File: src/rtl/sac_pkg.sv
// package: register map, mode field layout and conversion timing for the SAR converter control
// What this block does
// - comparator settles 1 us before valid result
// - run and comparator enable give four states
// - range 00 divider picks 352..44 clock lengths
// - range 01 divider picks 480..80 clock lengths
// - result word low six bits read zero
// - high byte address holds upper eight bits
// - result word 16-bit read, reset 0000H
// - high byte register holds top eight, reset 00H
// - mode/channel/pin writes may spoil results
// - result reads insert one wait cycle
// - mode register writes insert one wait cycle
// - continuous conversion, done pulse each result
// - approximation resolves MSB first, then transfers
package sac_pkg;
  localparam logic [15:0] SAC_ADDR_RES_WORD = 16'hFF06;
  localparam logic [15:0] SAC_ADDR_RES_HIGH = 16'hFF07;
  localparam logic [15:0] SAC_ADDR_MODE = 16'hFF08;
  localparam logic [15:0] SAC_ADDR_CHAN = 16'hFF09;
  localparam logic [15:0] SAC_ADDR_PINCFG = 16'hFF8F;
  localparam logic [7:0] SAC_MODE_RST = 8'h00;
  localparam logic [15:0] SAC_RES_WORD_RST = 16'h0000;
  localparam logic [7:0] SAC_RES_HIGH_RST = 8'h00;
  localparam int SAC_BIT_RUN = 7;
  localparam int SAC_FR_HI = 6;
  localparam int SAC_FR_LO = 3;
  localparam int SAC_LV_HI = 2;
  localparam int SAC_LV_LO = 1;
  localparam int SAC_BIT_CMPEN = 0;
  localparam int SAC_RES_BITS = 10;
  localparam int SAC_RES_PAD = 6;
  localparam int SAC_CLK_MHZ = 100;
  localparam int SAC_SETTLE_US = 1;
  localparam int SAC_SETTLE_CYC = SAC_SETTLE_US * SAC_CLK_MHZ;
  localparam int SAC_LEN_W = 10;
  // total length in converter clocks: 22 at range 00, 40 at range 01
  localparam int SAC_CONV_SLOTS = 22;
  localparam int SAC_SAMPLE_SLOTS = SAC_CONV_SLOTS - SAC_RES_BITS;
  localparam int SAC_CONV_SLOTS_LOW = 40;
endpackage : sac_pkg

File: src/rtl/sac_sar.sv
`timescale 1ns/1ps
// module: approximation shift register, MSB first
module sac_sar
  import sac_pkg::*;
#(
  parameter int W = SAC_RES_BITS
) (
  // clock and reset
  input wire logic mclk_i,
  input wire logic sys_rst_i,
  // control
  input wire logic start_i,
  input wire logic step_i,
  input wire logic cmp_i,
  // state
  output logic [W-1:0] trial_o,
  output logic [W-1:0] value_o
);
  logic [W-1:0] val_ff;
  logic [W-1:0] bit_ff;
  wire [W-1:0] nxt_val = start_i ? {1'b1, {(W-1){1'b0}}} :
    (step_i ? ((cmp_i ? val_ff : (val_ff & ~bit_ff)) | (bit_ff >> 1)) : val_ff);
  wire [W-1:0] nxt_bit = start_i ? {1'b1, {(W-1){1'b0}}} : (step_i ? (bit_ff >> 1) : bit_ff);
  always_ff @(posedge mclk_i) begin
    if (sys_rst_i) begin
      val_ff <= '0;
      bit_ff <= '0;
    end else begin
      val_ff <= nxt_val;
      bit_ff <= nxt_bit;
    end
  end
  assign trial_o = val_ff;
  // final decided value including current comparison
  assign value_o = cmp_i ? val_ff : (val_ff & ~bit_ff);
endmodule : sac_sar

File: src/rtl/sac_ctrl.sv
`timescale 1ns/1ps
// module: SAR converter control with mode register and result registers
module sac_ctrl
  import sac_pkg::*;
#(
  parameter int SETTLE_CYC = SAC_SETTLE_CYC
) (
  // clock and reset
  input wire logic mclk_i,
  input wire logic sys_rst_i,
  // cpu memory access
  input wire logic [15:0] addr_i,
  input wire logic rd_i,
  input wire logic wr_i,
  input wire logic wide_i,
  input wire logic [7:0] wdata_i,
  output logic [15:0] rdata_o,
  output logic wait_o,
  // analog front end
  input wire logic cmp_result_i,
  output logic comparator_en_o,
  output logic sample_o,
  output logic [SAC_RES_BITS-1:0] dac_code_o,
  // status
  output logic conversion_done_irq_o,
  output logic converting_o,
  output logic first_invalid_o,
  output logic waiting_o
);
  typedef enum logic [2:0] {
    SAC_IDLE = 3'b001,
    SAC_SAMPLE = 3'b010,
    SAC_CONVERT = 3'b100
  } sac_state_e;

  function automatic logic [4:0] div_of(input logic [3:0] fr, input logic [1:0] lv);
    logic [4:0] d;
    d = 5'h00;
    if (lv == 2'b00 && fr[3]) d = 5'h10;
    else if (lv[1] == 1'b0 && !fr[3]) begin
      unique case (fr[2:0])
        3'h0: d = 5'h0C;
        3'h1: d = 5'h08;
        3'h2: d = 5'h06;
        3'h3: d = 5'h04;
        3'h4: d = 5'h03;
        3'h5: d = 5'h02;
        default: d = 5'h00;
      endcase
    end
    return d;
  endfunction : div_of

  logic [7:0] mode_ff;
  logic [15:0] res_word_ff;
  logic [7:0] res_high_ff;
  sac_state_e st_ff;
  logic [4:0] pre_ff;
  logic [5:0] slot_ff;
  logic [7:0] settle_ff;
  logic first_bad_ff;
  logic done_ff;
  logic wait_ff;
  logic [15:0] rdata_ff;
  logic sample_ff;
  logic [SAC_RES_BITS-1:0] dac_ff;

  wire run = mode_ff[SAC_BIT_RUN];
  wire cmp_en = mode_ff[SAC_BIT_CMPEN];
  wire [3:0] fr = mode_ff[SAC_FR_HI:SAC_FR_LO];
  wire [1:0] lv = mode_ff[SAC_LV_HI:SAC_LV_LO];
  // same divider at both ranges, but fr[3] set is legal at range 00 only; the low range stretches sampling to 30 slots (40 in total)
  wire [4:0] div = div_of(fr, lv);
  wire legal = (div != 5'h00);
  wire [5:0] slots = (lv == 2'b01) ? 6'(SAC_CONV_SLOTS_LOW) : 6'(SAC_CONV_SLOTS);
  wire [5:0] sample_last = slots - 6'(SAC_RES_BITS + 1);
  wire tick = (pre_ff == 5'(div - 5'h01));
  wire last_slot = (slot_ff == 6'(slots - 6'h01));
  wire mode_wr = wr_i && (addr_i == SAC_ADDR_MODE);
  // results are kept as they are; software reads them before such writes
  wire cfg_wr = wr_i && (addr_i == SAC_ADDR_CHAN || addr_i == SAC_ADDR_PINCFG);
  wire rd_word = rd_i && wide_i && (addr_i == SAC_ADDR_RES_WORD);
  wire rd_high = rd_i && !wide_i && (addr_i == SAC_ADDR_RES_HIGH);
  wire rd_mode = rd_i && !wide_i && (addr_i == SAC_ADDR_MODE);
  wire start = run && legal && (st_ff == SAC_IDLE);
  wire step = (st_ff == SAC_CONVERT) && tick;
  wire finish = step && last_slot;
  wire [SAC_RES_BITS-1:0] trial;
  wire [SAC_RES_BITS-1:0] decided;
  wire cmp_ok = (settle_ff == 8'(SETTLE_CYC));
  wire sar_load = (st_ff == SAC_SAMPLE) && tick && (slot_ff == sample_last);

  sac_sar #(.W(SAC_RES_BITS)) u_sar (
    .mclk_i(mclk_i),
    .sys_rst_i(sys_rst_i),
    .start_i(sar_load),
    .step_i(step && !last_slot),
    .cmp_i(cmp_result_i),
    .trial_o(trial),
    .value_o(decided)
  );

  always_ff @(posedge mclk_i) begin
    if (sys_rst_i) begin
      mode_ff <= SAC_MODE_RST;
    end else if (mode_wr) begin
      mode_ff <= wdata_i;
    end
  end

  // settle counter restarts whenever the comparator is off
  always_ff @(posedge mclk_i) begin
    if (sys_rst_i || !cmp_en) begin
      settle_ff <= 8'h00;
    end else if (!cmp_ok) begin
      settle_ff <= settle_ff + 8'h01;
    end
  end

  always_ff @(posedge mclk_i) begin
    if (sys_rst_i || !run) begin
      st_ff <= SAC_IDLE;
      pre_ff <= 5'h00;
      slot_ff <= 6'h00;
    end else begin
      pre_ff <= (tick || st_ff == SAC_IDLE) ? 5'h00 : 5'(pre_ff + 5'h01);
      unique case (st_ff)
        SAC_IDLE: begin
          if (start) st_ff <= SAC_SAMPLE;
          slot_ff <= 6'h00;
        end
        SAC_SAMPLE: begin
          if (tick) begin
            slot_ff <= 6'(slot_ff + 6'h01);
            if (slot_ff == sample_last) st_ff <= SAC_CONVERT;
          end
        end
        SAC_CONVERT: begin
          if (tick) begin
            // no stop after the last slot: repeat from sampling
            slot_ff <= last_slot ? 6'h00 : 6'(slot_ff + 6'h01);
            if (last_slot) st_ff <= SAC_SAMPLE;
          end
        end
      endcase
    end
  end

  always_ff @(posedge mclk_i) begin
    if (sys_rst_i) begin
      res_word_ff <= SAC_RES_WORD_RST;
      res_high_ff <= SAC_RES_HIGH_RST;
      first_bad_ff <= 1'b0;
    end else begin
      if (finish) begin
        res_word_ff <= {decided, {SAC_RES_PAD{1'b0}}};
        res_high_ff <= decided[SAC_RES_BITS-1 -: 8];
      end
      // first result after a start is suspect unless comparator already settled
      if (start) first_bad_ff <= !cmp_ok;
      else if (finish) first_bad_ff <= 1'b0;
    end
  end

  always_ff @(posedge mclk_i) begin
    if (sys_rst_i) begin
      done_ff <= 1'b0;
      wait_ff <= 1'b0;
      rdata_ff <= 16'h0000;
      sample_ff <= 1'b0;
      dac_ff <= '0;
    end else begin
      done_ff <= finish;
      // reads of results and writes of setup registers stretch by one cycle
      wait_ff <= rd_word || rd_high || mode_wr || cfg_wr;
      rdata_ff <= rd_word ? res_word_ff :
        (rd_high ? {8'h00, res_high_ff} : (rd_mode ? {8'h00, mode_ff} : 16'h0000));
      sample_ff <= (st_ff == SAC_SAMPLE);
      dac_ff <= trial;
    end
  end

  assign rdata_o = rdata_ff;
  assign wait_o = wait_ff;
  assign comparator_en_o = mode_ff[SAC_BIT_CMPEN];
  assign sample_o = sample_ff;
  assign dac_code_o = dac_ff;
  assign conversion_done_irq_o = done_ff;
  assign converting_o = (st_ff != SAC_IDLE);
  assign first_invalid_o = first_bad_ff;
  assign waiting_o = !run && cmp_en;
endmodule : sac_ctrl

File: config.mk
export PLATFORM = sky130hd
export DESIGN_NAME = sac_ctrl
export DESIGN_NICKNAME = d
export VERILOG_FILES = /design/src/rtl/sac_pkg.sv /design/src/rtl/sac_sar.sv /design/src/rtl/sac_ctrl.sv
export SDC_FILE = /design/constraint.sdc
export NUM_CORES = 1
export LEC_CHECK = 0
export BUFFER_PORTS_ARGS = -buffer_cell sky130_fd_sc_hd__buf_2
export CELL_PAD_IN_SITES_DETAIL_PLACEMENT = 1
export CELL_PAD_IN_SITES_GLOBAL_PLACEMENT = 2
export CORE_ASPECT_RATIO = 0.7
export CORE_MARGIN = 8
export CORE_UTILIZATION = 31
export DETAILED_ROUTE_END_ITERATION = 8
export GPL_TIMING_DRIVEN = 0
export MAX_ROUTING_LAYER = met4
export PLACE_DENSITY = 0.87
export SLEW_MARGIN = 0
export SYNTH_ARGS = -nofsm -noshare
export SYNTH_HDL_FRONTEND = slang
export SYNTH_SLANG_ARGS = --single-unit
export TNS_END_PERCENT = 5
File: constraint.sdc
create_clock -name mclk_i -period 3 [get_ports mclk_i]
set_clock_uncertainty 0.2 [all_clocks]
set_input_delay 0.45 -clock mclk_i [delete_from_list [all_inputs] [get_ports mclk_i]]
set_output_delay 0.45 -clock mclk_i [all_outputs]
set_load 0.01 [all_outputs]
== After elaboration in Yosys (flattened, before gate mapping) ==
Cells that the tools add are included.

* Output and inout bits: 33
* Logic and storage cells: 116
* Register bits after elaboration: 98
* Input bits: 30

* $add $sub $neg: 6
* Multiplexer cells: 24
* Reductions and logical operators: 40
* Equality and inequality tests: 24
* Bitwise gates (word level): 4

{| class="wikitable"
|+ Operators by type and width
! operator !! count
|-
| $eq 16x16->1 const B || 5
|-
| $mux 10 || 5
|-
| $mux 6 || 4
|-
| $pmux 4 s6 || 1
|-
| $pmux 6 s3 || 1
|-
| $logic_and 1x1->1 || 17
|-
| $mux 16 || 1
|-
| $mux 8 || 2
|-
| $mux 3 || 5
|-
| $eq 6x6->1 || 2
|-
| $and 10x10->10 || 1
|-
| $not 10->10 || 1
|-
| $or 10x9->10 || 1
|-
| $eq 3x2->1 const B || 3
|-
| $eq 3x3->1 const B || 3
|-
| $pmux 3 s3 || 1
|-
| $add 8x1->8 const B || 1
|-
| $eq 8x7->1 const B || 1
|-
| $ne 2x2->1 const B || 4
|-
| $logic_or 1x1->1 || 7
|-
| $add 6x1->6 const B || 1
|-
| $eq 3x1->1 const B || 2
|-
| $logic_not 1->1 || 6
|-
| $reduce_or 2->1 || 3
|-
| other kinds (18) || 20
|}

== Logic depth before layout (Yosys ltp) ==
* Depth after elaboration: 10
* Gate-level depth with buffers: 11
* Gate-level depth less buffers: 10

== Modules after synthesis ==
A second synthesis with hierarchy kept.

* Cells, all modules: 428
* Area, all modules: 3,876.2 um^2

{| class="wikitable"
|+ Modules (own cells, without submodules)
! module !! area an instance (um^2) !! instances !! cells an instance
|-
| sac_ctrl || 3,059.2 || 1 || 332
|-
| sac_sar || 817.0 || 1 || 96
|}

== Worst setup path before layout ==
OpenSTA, ideal clock, no wires.

* Path kind: flip-flop to flip-flop
* Start: reg mode_ff[2]
* End: reg u_sar.val_ff[6] (netlist: u_sar.trial_o[6])
* Path buffers: 2
* Cell stages (with the launch flop): 11
* Clock period less this slack: 2.837 ns
* Data arrival time: 2.507 ns
* Setup slack: 0.163 ns
* Required time: 2.670 ns
* Cells stage by stage: dfxtp_1 > clkbuf_1 > or3_1 > ha_1 > xor2_1 > nor4b_1 > or2_2 > o211ai_2 > clkbuf_1 > o41ai_1 > a21oi_1

* Longest elaborated chain between the ends: 9
* Elaborated cells on any way between the ends: 20
* Those cells by class: 3 x add/sub; 4 x eq/ne; 3 x mux; 1 x bitwise; 9 x reduce/logical

{| class="wikitable"
|+ RTL lines
! what !! line !! text
|-
| start: declaration || sac_ctrl.sv:54 || <nowiki>logic [7:0] mode_ff;</nowiki>
|-
| start signal: assignment || sac_ctrl.sv:107 || <nowiki>mode_ff <= wdata_i;</nowiki>
|-
| $not 1->1 || sac_ctrl.sv:40 || <nowiki>else if (lv[1] == 1'b0 && !fr[3]) begin</nowiki>
|-
| $logic_and 1x1->1 || sac_ctrl.sv:40 ||
|-
| $mux 4 || sac_ctrl.sv:40 ||
|-
| $mux 5 || sac_ctrl.sv:39 || <nowiki>if (lv == 2'b00 && fr[3]) d = 5'h10;</nowiki>
|-
| $sub 5x1->5 || sac_ctrl.sv:77 || <nowiki>wire tick = (pre_ff == 5'(div - 5'h01));</nowiki>
|-
| $eq 5x5->1 || sac_ctrl.sv:77 ||
|-
| $logic_and 1x1->1 (2 in a row) || sac_ctrl.sv:91 || <nowiki>wire sar_load = (st_ff == SAC_SAMPLE) && tick && (slot_ff == sample_last);</nowiki>
|-
| $reduce_or 2->1 (no line) || n/a ||
|-
| end signal: assignment || sac_sar.sv:29 || <nowiki>val_ff <= nxt_val;</nowiki>
|-
| end: declaration || sac_sar.sv:19 || <nowiki>logic [W-1:0] val_ff;</nowiki>
|}

Parallel ways exist; a longest one is shown, timed or not.
A chain may end at the register's enable or synchronous reset.

== Worst setup path after layout ==
* Start: reg mode_ff[3]
* End: reg u_sar.val_ff[6] (netlist: u_sar.trial_o[6])

* Longest elaborated chain between the ends: 9
* Elaborated cells on any way between the ends: 16
* Those cells by class: 1 x add/sub; 6 x eq/ne; 3 x mux; 6 x reduce/logical

{| class="wikitable"
|+ RTL lines
! what !! line !! text
|-
| $eq 3x3->1 (tied with other cells) || sac_ctrl.sv:41 || <nowiki>unique case (fr[2:0])</nowiki>
|-
| $pmux 4 s6 (*) || sac_ctrl.sv:41 ||
|-
| $mux 4 (*) || sac_ctrl.sv:40 ||
|-
| $mux 5 (*) || sac_ctrl.sv:39 ||
|-
| $sub 5x1->5 (*) || sac_ctrl.sv:77 ||
|-
| $eq 5x5->1 (*) || sac_ctrl.sv:77 ||
|-
| $logic_and 1x1->1 (2 in a row) || sac_ctrl.sv:91 ||
|-
| $reduce_or 2->1 (no line) || n/a ||
|}

Every way passes the cells marked *; elsewhere a longest branch is shown, timed or not.

==> results.md <==
- Outcome: finished, violations left
- Failing checks: negative setup slack
- CTS tree: yes
- Fin Setup TNS: -0.676 ns
- Top cell type by total area after synthesis: dfxtp_1
- Critical Path Start Type: flop
- WP data required: 3.01 ns
- Cts bufs inserted: 9
- Clock power frac: 50.0%
- GRT Residual Overflow: 0
- Worst Path Arrival: slightly above 3 ns
- Worst slew pin tran: around 0.85 ns
- Async set-reset flop share out of synthesis: 0%
- Kind of critical path: flop to flop
- I/O Pins: between 60 and 70
- First-pass GRT wire length: around 20 mm
- DRT Pass-1 Iters: 4
- Ant diodes: 0
- DRT antenna net count: 0
- Share of cells above drive strength 1: 27.4%
- Combinational cell fraction of total power: 2.1%
- Switching power: 0.502 mW
- P_leak: about 1.8 nW
- R2R setup slack: -0.1 ns
- Tcrit/Tclk final: 103%
- Layout area overhead: 29.9%
- Hold Crit Start: wdata_i[3]
- Number of cell rows: 34
- GP Congestion: ~0.86
- Achievable frequency: between 0.3 and 0.4 GHz
- Antenna violations before repair: 0
- Htree depth: 3
- Port Buffers: 61
- Nets@finish: ~540
- DR vias: 3559
- Gr usage total: about 16%
- Endpoints failing hold: 0
- DPL Wire Length: between 8 and 9 mm
- Clock slew at reported path FFs: 0.07 ns
- Residual DRC: 0
- Most common library cells after synthesis: dfxtp_1 (90), nor2_1 (41), a21oi_1 (37)
- Synth area leaders: dfxtp_1 (47%), a21oi_1 (4.8%), nor2_1 (4.0%), nand3_1 (3.0%), o21ai_0 (3.0%)
- Routed len/inst: 18.5 microns
- Hold slack: about 0.15 ns
- CORE AREA: approximately 0.012 sq mm
- Crit path max fanout: 10
- Most frequent cell after synthesis: dfxtp_1
- Die area: approximately 0.016 sq mm
- Worst setup margin: -0.0973 ns
- DRT Wirelength: roughly 12 mm
- Slew Limit Fails: 0
- Tmin final: 3.10 ns
- Mapped Area: between 0.003 and 0.004 sq mm
- Die width: roughly 150 microns
- Final setup vio count: 13
- Vias in the first global route: roughly 3700
- CP Launch Point: mode_ff[3]
- Max_slew headroom: 42.9%
- Seq/Total Area, Yosys: 46.7%
- Drt initial violations: just under 200
- # Max-Cap Violations: 0
- Largest net degree at the start of global routing: 15
- Synth warnings: 0
- EDFF count, synth: 0
- Flop pwr share: a little under half
- Vias per std cell: around 5.3
- Reg2reg start: mode_ff[3]
- Post-Syn Area per Cell: about 9.1 sq um
- Worst Setup End Kind: flop
- Hold crit path type: input pin to flop
- Primary FF master, synth: dfxtp_1
- Synthesized flop and latch total: 90
- RSZ-0062 raised after global routing: yes
- Switching share of power: roughly a fifth
- Clock Latency Late Sink: between 0.3 and 0.4 ns
- Area share of the largest cell type after synthesis: ~47%
- Post-Synthesis Net Count: around 460
- PwrDens: 497 mW/mm^2
- Netlist cell types: 54
- Maximum vdd drop: 0.000267 V
- TritonCTS Sinks: 90
- Cell count after synthesis: about 420
- Pwr Total: approximately 2.5 mW
- Root Buffer Master: clkbuf_16
- Internal power: a little under 2 mW
- Die height: 109 microns
- Clock Path Buffers: 2
- Starting Density: a little under a third
==> placed cells by master, fill, tap and decap left out, types with 3 or more instances in the layout <==
cell type / synthesis / routed
o21ai_1: 0 / 3
nor2_1: 41 / 39
nor3_1: 8 / 7
nor4b_1: 6 / 5
o31ai_1: 5 / 5
o21ai_0: 23 / 19
dfxtp_1: 90 / 87
clkbuf_1: 19 / 15
nand3_1: 23 / 22
nor2b_1: 15 / 14
clkbuf_16: 0 / 9
and3_1: 14 / 14
mux2i_1: 11 / 11
or4_1: 3 / 3
buf_6: 1 / 4
buf_2: 2 / 63
nand2_1: 14 / 14
o2111ai_2: 0 / 3
buf_4: 1 / 8
a21oi_1: 37 / 34
o41ai_2: 0 / 7
a21oi_2: 0 / 3
dfxtp_4: 0 / 3
nor4_1: 3 / 3
ha_1: 5 / 4
inv_1: 8 / 8
a22oi_1: 6 / 6
xor2_1: 9 / 8
xnor2_1: 5 / 4
nand4_1: 12 / 12
nand2b_1: 8 / 8
==> sequential cells by signal, indices dropped and copies added (netlist names) <==
register and count:
rdata_o 16, dac_code_o 10, u_sar.bit_ff 10, u_sar.trial_o 10, mode_ff 8, res_high_ff 8
settle_ff 8, slot_ff 6, pre_ff 5, st_ff 3, res_word_ff 2, conversion_done_irq_o 1
first_invalid_o 1, sample_o 1, wait_o 1
==> power groups by stage <==
stage,Sequential [mW],Clock (mW),Combinational (mW)
6_report,1.19,1.25,0.0529
3_3_place_gp,1.22,0,0.0476
5_1_grt,1.19,1.32,0.0574
3_5_place_dp,1.22,0,0.0497
2_1_floorplan,1.22,0,0.0191
4_1_cts,1.19,1.27,0.0510
==> what timing repair did <==
item	in CTS	in global routing
endpoints found under the setup margin	43	43
gates resized for setup	21	41
gates cloned	1	1
pin swaps	2	21
hold buffers	0	0
buffers inserted	4	3
==> metal layers <==
metal	track usage (%)	part of all wire (%)	vias to the layer above
met2	24.7	47	78
li1	-	-	1701
met5	-	0	-
met3	4.52	6.5	9
met4	3.88	0.73	0
met1	19.3	46	1771
==> cell families after synthesis <==
logic type / Yosys count / share of synthesized area (%)
adder cells (fa/ha/maj): 5 / 1.62
buffers and inverters: 32 / 3.50
flip-flops: 90 / 46.7
AND/OR/NAND/NOR: 166 / 23.9
XOR/XNOR: 14 / 3.18
AO/OA/AOI/OAI: 106 / 18.3
multiplexers: 11 / 2.85
==> worst paths after layout <==
| check | cells past startpoint | end |
|---|---|---|
| worst max-delay path | 11 | u_sar.trial_o[6] |
| worst min-delay path | 3 | mode_ff[3] |
| worst max register to register | 11 | u_sar.trial_o[6] |
| worst min register to register | 2 | u_sar.trial_o[4] |
==> final cells by class <==
| type | count | area (sq um) |
|---|---|---|
| Sequential cell | 90 | 1810 |
| Clock inverter | 4 | 73.8 |
| Tap cell | 162 | 203 |
| Clock buffer | 12 | 256 |
| Buffer | 22 | 126 |
| Fill cell | 1438 | 7280 |
| Multi-Input combinational cell | 302 | 2140 |
| Inverter | 8 | 30.0 |
| Timing Repair Buffer | 70 | 378 |
==> through the flow <==
step | cells | utilization [%] | cell area [sq um] | setup slack [ns]
floorplan | 424 | - | 3860 | 0.163
global placement | 647 | 35.5 | 4370 | -0.302
detailed placement | 647 | 35.5 | 4370 | -0.451
CTS | 667 | 39.3 | 4830 | -0.00748
global route | 670 | 40.8 | 5020 | -0.317
finish | 670 | 40.8 | 5020 | -0.0973
==> critical path: stages (launching register included) <==
cell and delay, ns:
dfxtp_4 0.36, nor2_2 0.09, mux2i_1 0.07, or3_4 0.40, ha_4 0.20, nor4b_1 0.31, a31o_2 0.24, o21a_4 0.17
o211ai_4 0.16, buf_8 0.21, o41ai_1 0.43, a21oi_1 0.11
Power figures use the tool's default switching activity.
